$ cat config.mk
export PLATFORM = sky130hd
export DESIGN_NAME = vpn_nesting_top
export DESIGN_NICKNAME = d
export VERILOG_FILES = /design/src/vpn_pkg.sv /design/src/vpn_arb_if.sv /design/src/vpn_arbiter.sv /design/src/vpn_nesting_top.sv
export VERILOG_INCLUDE_DIRS = /design/src /design/src/src
export SDC_FILE = /design/constraint.sdc
export NUM_CORES = 1
export LEC_CHECK = 0
export BUFFER_PORTS_ARGS = -buffer_cell sky130_fd_sc_hd__buf_2
export CORE_MARGIN = 1.5
export CORE_UTILIZATION = 30
export DETAILED_ROUTE_END_ITERATION = 16
export PLACE_DENSITY_LB_ADDON = 0.3
export REMOVE_ABC_BUFFERS = 1
export SYNTH_ARGS = -nofsm -noshare
export SYNTH_HDL_FRONTEND = slang
export SYNTH_SLANG_ARGS = --single-unit
export TNS_END_PERCENT = 30
$ cat constraint.sdc
create_clock -name mclk -period 51.4 [get_ports mclk]
set_clock_uncertainty 0.2 [all_clocks]
set_input_delay 10.28 -clock mclk [delete_from_list [all_inputs] [get_ports mclk]]
set_output_delay 10.28 -clock mclk [all_outputs]
set_load 0.005 [all_outputs]
$ cat src/vpn_consts.svh
// Constants for the interrupt priority and nesting block: offsets, masks,
// field positions and reset values. Definitions only, no logic.
`ifndef VPN_CONSTS_SVH
`define VPN_CONSTS_SVH

`define VPN_OFF_BASE 32'hFFFF0014
`define VPN_OFF_NVEC 32'hFFFF001C
`define VPN_OFF_PRIO_A 32'hFFFF0020
`define VPN_OFF_PRIO_B 32'hFFFF0024
`define VPN_OFF_PRIO_C 32'hFFFF0028
`define VPN_OFF_NCTL 32'hFFFF0030
`define VPN_OFF_NSVC 32'hFFFF003C
`define VPN_OFF_FVEC 32'hFFFF011C
`define VPN_OFF_FSVC 32'hFFFF013C

`define VPN_MASK_PRIO_A 32'h77777770
`define VPN_MASK_PRIO_B 32'h77777777
`define VPN_MASK_PRIO_C 32'h00777777
`define VPN_MASK_NCTL 2'h3
`define VPN_RST_WORD 32'h00000000

`define VPN_NCTL_NORM_BIT 0
`define VPN_NCTL_FAST_BIT 1
`define VPN_NUM_SRC 28
`define VPN_NUM_NORM_SRC 22
`define VPN_MAX_FAST_IDX 5'h1B
`define VPN_MAX_NORM_IDX 5'h15

`endif

$ cat src/vpn_pkg.sv
// Types and shared helpers of the interrupt priority and nesting block.
// Assumes the constants header is on the include path.
package vpn_pkg;

	typedef enum logic [3:0] {
		SEL_NONE = 4'b0000,
		SEL_BASE = 4'b0001,
		SEL_NVEC = 4'b0010,
		SEL_PRIO_A = 4'b0011,
		SEL_PRIO_B = 4'b0100,
		SEL_PRIO_C = 4'b0101,
		SEL_NCTL = 4'b0110,
		SEL_NSVC = 4'b0111,
		SEL_FVEC = 4'b1000,
		SEL_FSVC = 4'b1001
	} vpn_sel_t;

	typedef struct packed {
		logic [31:0] prioA;
		logic [31:0] prioB;
		logic [31:0] prioC;
		logic [1:0] nestCtl;
		logic [7:0] normSvc;
		logic [7:0] fastSvc;
		logic [15:0] base;
		logic [31:0] rdata;
		logic ready;
		logic slverr;
		logic irqOut;
		logic fiqOut;
		logic capHit;
		logic [2:0] capLvl;
	} vpn_state_t;

	// Returns {found, index} of the lowest set bit, which is the highest level in service.
	function automatic logic [3:0] vpn_lowest_set(input logic [7:0] v);
		logic [3:0] r;
		r = 4'h0;
		for (int i = 7; i >= 0; i--) begin
			if (v[i]) begin
				r = {1'b1, i[2:0]};
			end
		end
		return r;
	endfunction : vpn_lowest_set

endpackage : vpn_pkg

$ cat src/vpn_arb_if.sv
// Carrier between the register block and one priority arbiter.
// Assumes one instance per interrupt type, all signals on the same clock.
`timescale 1ns/1ps
`default_nettype none

interface vpn_arb_if;
	logic [27:0] req;
	logic [95:0] prio;
	logic [7:0] svc;
	logic nestEn;
	logic hit;
	logic [4:0] idx;
	logic [2:0] lvl;

	modport arbiter (input req, input prio, input svc, input nestEn,
		output hit, output idx, output lvl);
	modport client (output req, output prio, output svc, output nestEn,
		input hit, input idx, input lvl);
endinterface : vpn_arb_if

`default_nettype wire

$ cat src/vpn_arbiter.sv
// Combinational priority arbiter for one interrupt type.
// Assumes requests are already enabled and masked by the rest of the controller.
`timescale 1ns/1ps
`default_nettype none
`include "vpn_consts.svh"

module vpn_arbiter (
	vpn_arb_if.arbiter arb
);
	import vpn_pkg::*;

	logic [2:0] effLvl [`VPN_NUM_SRC];
	logic [`VPN_NUM_SRC-1:0] elig;
	logic [3:0] svcTop;

	assign svcTop = vpn_lowest_set(arb.svc);

	// Sources without a field (0 and above 21) sit at level 0.
	genvar g;
	generate
		for (g = 0; g < `VPN_NUM_SRC; g++) begin : gSrc
			if (g == 0 || g >= `VPN_NUM_NORM_SRC) begin : gFixed
				assign effLvl[g] = 3'h0;
			end else begin : gProg
				assign effLvl[g] = arb.nestEn ? arb.prio[4*g +: 3] : 3'h0;
			end
			assign elig[g] = arb.req[g] &
				~(arb.nestEn & svcTop[3] & (effLvl[g] >= svcTop[2:0]));
		end
	endgenerate

	always_comb begin
		arb.hit = 1'b0;
		arb.idx = 5'h00;
		arb.lvl = 3'h0;
		for (int i = 0; i < `VPN_NUM_SRC; i++) begin
			// Strict compare keeps the lowest source number on a tie.
			if (elig[i] && (!arb.hit || effLvl[i] < arb.lvl)) begin
				arb.hit = 1'b1;
				arb.idx = i[4:0];
				arb.lvl = effLvl[i];
			end
		end
	end

endmodule : vpn_arbiter

`default_nettype wire

$ cat src/vpn_nesting_top.sv
// Priority, nesting and vector registers of the vectored interrupt controller.
// Assumes an APB master on mclk and enabled request levels from the controller.
//
// Functional notes
// Priority A fields for sources one to seven.
// Source zero has no level, low nibble ignored.
// Priority B fields for sources eight to fifteen.
// Priority C fields for sources sixteen to 21.
// Nesting control: bit 0 normal, bit 1 fast.
// Nesting off: deliver, no levels, fast outranks normal.
// Reset clears all registers to zero.
// Normal vector read sets normal in-service bit.
// In-service level blocks equal and lower levels.
// In-service write clears only lowest set bit.
// Fast vector: base, index, zero reserved bits.
// Fast index is source number, zero to 27.
// Software reads fast vector only while nesting.
// Fast vector read sets fast in-service bit.
// Vector base holds sixteen bits, upper zero.
// Normal vector: base and index zero to 21.
// Equal levels pick the lowest source number.
// Reserved bits read zero, writes ignored.
`timescale 1ns/1ps
`default_nettype none
`include "vpn_consts.svh"

module vpn_nesting_top (
	input wire logic mclk,
	input wire logic reset,
	input wire logic psel,
	input wire logic penable,
	input wire logic pwrite,
	input wire logic [31:0] paddr,
	input wire logic [31:0] pwdata,
	output logic [31:0] prdata,
	output logic pready,
	output logic pslverr,
	input wire logic [21:0] normalSrc,
	input wire logic [27:0] fastSrc,
	output logic irqReq,
	output logic fiqReq
);
	import vpn_pkg::*;

	////////////////////////////////////////////////////////////////////////////

	vpn_state_t st;
	vpn_state_t nxt;
	vpn_sel_t sel;
	logic accStart;
	logic accDone;
	logic [3:0] clrTop;
	logic [3:0] fClrTop;

	vpn_arb_if nArb ();
	vpn_arb_if fArb ();

	function automatic vpn_sel_t decode(input logic [31:0] a);
		case (a)
			`VPN_OFF_BASE: decode = SEL_BASE;
			`VPN_OFF_NVEC: decode = SEL_NVEC;
			`VPN_OFF_PRIO_A: decode = SEL_PRIO_A;
			`VPN_OFF_PRIO_B: decode = SEL_PRIO_B;
			`VPN_OFF_PRIO_C: decode = SEL_PRIO_C;
			`VPN_OFF_NCTL: decode = SEL_NCTL;
			`VPN_OFF_NSVC: decode = SEL_NSVC;
			`VPN_OFF_FVEC: decode = SEL_FVEC;
			`VPN_OFF_FSVC: decode = SEL_FSVC;
			default: decode = SEL_NONE;
		endcase
	endfunction : decode

	////////////////////////////////////////////////////////////////////////////

	assign nArb.req = {6'h00, normalSrc};
	assign nArb.prio = {st.prioC, st.prioB, st.prioA};
	assign nArb.svc = st.normSvc;
	assign nArb.nestEn = st.nestCtl[`VPN_NCTL_NORM_BIT];
	assign fArb.req = fastSrc;
	assign fArb.prio = {st.prioC, st.prioB, st.prioA};
	assign fArb.svc = st.fastSvc;
	assign fArb.nestEn = st.nestCtl[`VPN_NCTL_FAST_BIT];

	vpn_arbiter uNormArb (
		.arb(nArb)
	);

	vpn_arbiter uFastArb (
		.arb(fArb)
	);

	////////////////////////////////////////////////////////////////////////////

	assign sel = decode(paddr);
	// One wait state: the answer comes in the second access cycle.
	assign accStart = psel & penable & ~st.ready;
	assign accDone = psel & penable & st.ready;
	assign clrTop = vpn_lowest_set(st.normSvc);
	assign fClrTop = vpn_lowest_set(st.fastSvc);

	always_comb begin
		nxt = st;
		nxt.ready = accStart;
		nxt.slverr = accStart & (sel == SEL_NONE);
		if (accStart) begin
			nxt.rdata = 32'h00000000;
			nxt.capHit = 1'b0;
			nxt.capLvl = 3'h0;
			if (!pwrite) begin
				case (sel)
					SEL_BASE: nxt.rdata = {16'h0000, st.base};
					SEL_NVEC: begin
						nxt.rdata = {9'h000, st.base, nArb.idx, 2'h0};
						nxt.capHit = nArb.hit & st.nestCtl[`VPN_NCTL_NORM_BIT];
						nxt.capLvl = nArb.lvl;
					end
					SEL_PRIO_A: nxt.rdata = st.prioA;
					SEL_PRIO_B: nxt.rdata = st.prioB;
					SEL_PRIO_C: nxt.rdata = st.prioC;
					SEL_NCTL: nxt.rdata = {30'h00000000, st.nestCtl};
					SEL_NSVC: nxt.rdata = {24'h000000, st.normSvc};
					SEL_FVEC: begin
						nxt.rdata = {9'h000, st.base, fArb.idx, 2'h0};
						nxt.capHit = fArb.hit & st.nestCtl[`VPN_NCTL_FAST_BIT];
						nxt.capLvl = fArb.lvl;
					end
					SEL_FSVC: nxt.rdata = {24'h000000, st.fastSvc};
					default: nxt.rdata = 32'h00000000;
				endcase
			end
		end
		if (accDone && pwrite) begin
			case (sel)
				SEL_BASE: nxt.base = pwdata[15:0];
				SEL_PRIO_A: nxt.prioA = pwdata & `VPN_MASK_PRIO_A;
				SEL_PRIO_B: nxt.prioB = pwdata & `VPN_MASK_PRIO_B;
				SEL_PRIO_C: nxt.prioC = pwdata & `VPN_MASK_PRIO_C;
				SEL_NCTL: nxt.nestCtl = pwdata[1:0] & `VPN_MASK_NCTL;
				SEL_NSVC: begin
					// Any written value clears one level only, so nested exits unwind in order.
					if (clrTop[3]) begin
						nxt.normSvc[clrTop[2:0]] = 1'b0;
					end
				end
				SEL_FSVC: begin
					if (fClrTop[3]) begin
						nxt.fastSvc[fClrTop[2:0]] = 1'b0;
					end
				end
				default: nxt.base = st.base;
			endcase
		end
		// The level was captured with the data, so the bit matches the vector returned.
		if (accDone && !pwrite && st.capHit) begin
			if (sel == SEL_NVEC) begin
				nxt.normSvc[st.capLvl] = 1'b1;
			end
			if (sel == SEL_FVEC) begin
				nxt.fastSvc[st.capLvl] = 1'b1;
			end
		end
		nxt.fiqOut = fArb.hit;
		nxt.irqOut = nArb.hit & ~fArb.hit;
	end

	always_ff @(posedge mclk) begin
		if (reset) begin
			st <= '0;
		end else begin
			st <= nxt;
		end
	end

	assign prdata = st.rdata;
	assign pready = st.ready;
	assign pslverr = st.slverr;
	assign irqReq = st.irqOut;
	assign fiqReq = st.fiqOut;
endmodule : vpn_nesting_top

`default_nettype wire

==> out/qor.csv <==
metric,value,unit
status,completed,
Synth Flop Type,dfxtp_1,
#FFs+latches synth,134,
H-Tree Depth,4,
Least-Margin Pin Slew,1410,ps
fin area,0.0179,mm^2
CTS tree,yes,
cts hold-fix bufs,0,
final setup vio count,0,
final cycle utilization of the critical path,90.5,%
1st-iter DRT viols,1916,
final wirelength,67000,um
Worst EP required,51550,ps
Clock Sinks,134,
# port buffers,147,
post-layout min period,46540,ps
syn avg cell area,7.00,um^2
most frequent cells in the layout,"402 x nand2_1, 290 x a21oi_1, 185 x ha_1",
initial antenna violation count,4,
DP Wirelength,52000,um
routed wire length per instance,21.7,um
dpl ws,5090,ps
vias in the first global route,16962,
"most common cell after layout, fill and taps aside",nand2_1,
Rows,84,
Setup crit start kind,input port,
simple-gate share of the synthesized area,27.1,%
Netlist Area Pre-Place,0.0162,mm^2
worst hold start,st[45],
Synth Instances,2314,
Synth warnings,0,
Power per Cell Area,18.0,mW/mm^2
Final Hold Slack,278,ps
drt pass-1 iters,9,
largest family of logic cells by synthesized area,compound AO/OA/AOI/OAI gates,
final count of hold timing violations,0,
crit path max fanout,9,
Post-layout nets,2683,
register area share after synthesis,16.6,%
RSZ-0062 raised after global routing,no,
crit path launch,fastSrc[0],
post-CTS resize count,0,
clock tree buffer depth,2,
initial core utilization,30.6,%
share of post-route cells with drive strength above 1,12.2,%
top layer in use,met5,
first-pass GRT wire length,101000,um
peak supply drop,25.0,uV
via/cell ratio,5.94,
routed wl met3,5600,um
synth-to-layout area growth,10.6,%
Placed Area,0.0173,mm^2
synth unique cells,110,
final setup margin,4860,ps
core box area,0.0530,mm^2
die area,0.0554,mm^2
clk_lat worst skew,450,ps
leakage power,7.08,nW
XOR/XNOR share of the synthesized area,0.0541,%
area share of the leading cell type in the synthesized netlist,16.6,%
Synth area leaders,"dfxtp_1 17%, ha_1 14%, nand2_1 9.3%",
Die W,235,um
met1 WL,29300,um
"Async S/R FF share, synth",0,%
Root Buffer,clkbuf_16,
# DRC,0,
Crit-path slowest cell,a2bb2oi_1,
worst r2r src,fArb.svc[7],
"slowest stage delay, CP",730,ps
antenna-violating nets left,0,
Post-synth EDFFs,0,
I/O pin count,155,
Final Wtd Congestion,0.953,
Tot Pwr,0.322,mW
setup_tns,0,ps
max-slew violations,0,
Hold WC Path Type,flip-flop to flip-flop,
multiplexer area fraction after synthesis,1.92,%
max_slew headroom,5.33,%
Crit path top cell by count,ha_1,
Setup CP Type,input port to flip-flop,
Setup crit end kind,flip-flop,
routed vias,18318,
Worst-path clk slew,70,ps
f_max,21.5,MHz
Adder-Cell Fraction of Synth Area,14.4,%
GRT Total Usage,23.2,%
Worst EP arrival,46690,ps
Post-CTS Setup Bufs,0,
WL met2,29800,um
Yosys top cell by area,dfxtp_1,
max cap viols,0,
Overflow after GRT,0,
Synth Area in Compound Gates,34.1,%
CTS buffer count,17,
pin count of the biggest net entering global routing,91,
Die Y,235,um
## final cells by class
type / count / area [um^2]
sequential: 134 / 2690
timing repair buffer: 169 / 903
inverter: 76 / 285
clock buffer: 17 / 425
clock inverter: 15 / 135
antenna: 2 / 5.00
tap: 688 / 861
fill: 5767 / 35100
multi-input combinational: 1981 / 12600
## per-stage QoR
stage,utilization (%),std cells
detailed placement,32.7,3048
finish,33.8,3082
floorplan,-,2191
CTS,33.8,3080
global route,33.8,3081
global placement,32.7,3048
## worst paths after layout
path                                to  slack, ps  cells past startpoint
worst max-delay path             st[2]       4860                    163
worst min-delay path            st[45]        280                      2
worst max register to register   st[2]      12790                    171
worst min register to register  st[45]        280                      2
## routing by layer
layer / up-vias / track usage, %
li1: 8647 / -
met1: 8679 / 31.3
met2: 882 / 37.4
met3: 108 / 4.26
met4: 2 / 7.37
met5: - / 0
## synthesized netlist by cell type (41+ instances only)
cell type / n
a21o_1: 48
buf_4: 41
nand2_1: 402
nand2b_1: 68
clkbuf_1: 69
a21oi_1: 290
o21a_1: 48
nor2_1: 181
dfxtp_1: 134
o21ai_0: 116
inv_1: 76
nand3_1: 44
ha_1: 185
and2_1: 73
## worst max-delay path: cells and delay by family
family / cells / cell delay (ps)
AOI/OAI and AO/OA: 85 / 19560
adders and majority gates: 20 / 5580
buffers and inverters: 6 / 530
muxes: 4 / 1200
and+or+nand+nor: 48 / 9570
## report_power, final
| part | internal (mW) | switching [mW] |
|---|---|---|
| logic | 0.0347 | 0.0615 |
| clock network | 0.0638 | 0.0582 |
| registers | 0.104 | 0.0000360 |
## registers in the layout, summed over array words and instances, names as in the netlist
register / count
fArb.prio: 63
prdata: 29
st: 20
fArb.svc: 8
nArb.svc: 8
fArb.nestEn: 1
fiqReq: 1
irqReq: 1
nArb.nestEn: 1
pready: 1
pslverr: 1
## cells by family (layout without fill, tap and decap cells)
kind of cell | Yosys count | after routing
flip-flops | 134 | 134
XOR/XNOR | 1 | 1
multiplexers | 29 | 29
adder cells (fa/ha/maj) | 186 | 186
AND/OR/NAND/NOR | 927 | 927
other | 1 | 5
buffers and inverters | 201 | 277
AO/OA/AOI/OAI | 835 | 835
No activity file was read; power rests on OpenSTA's default activity.
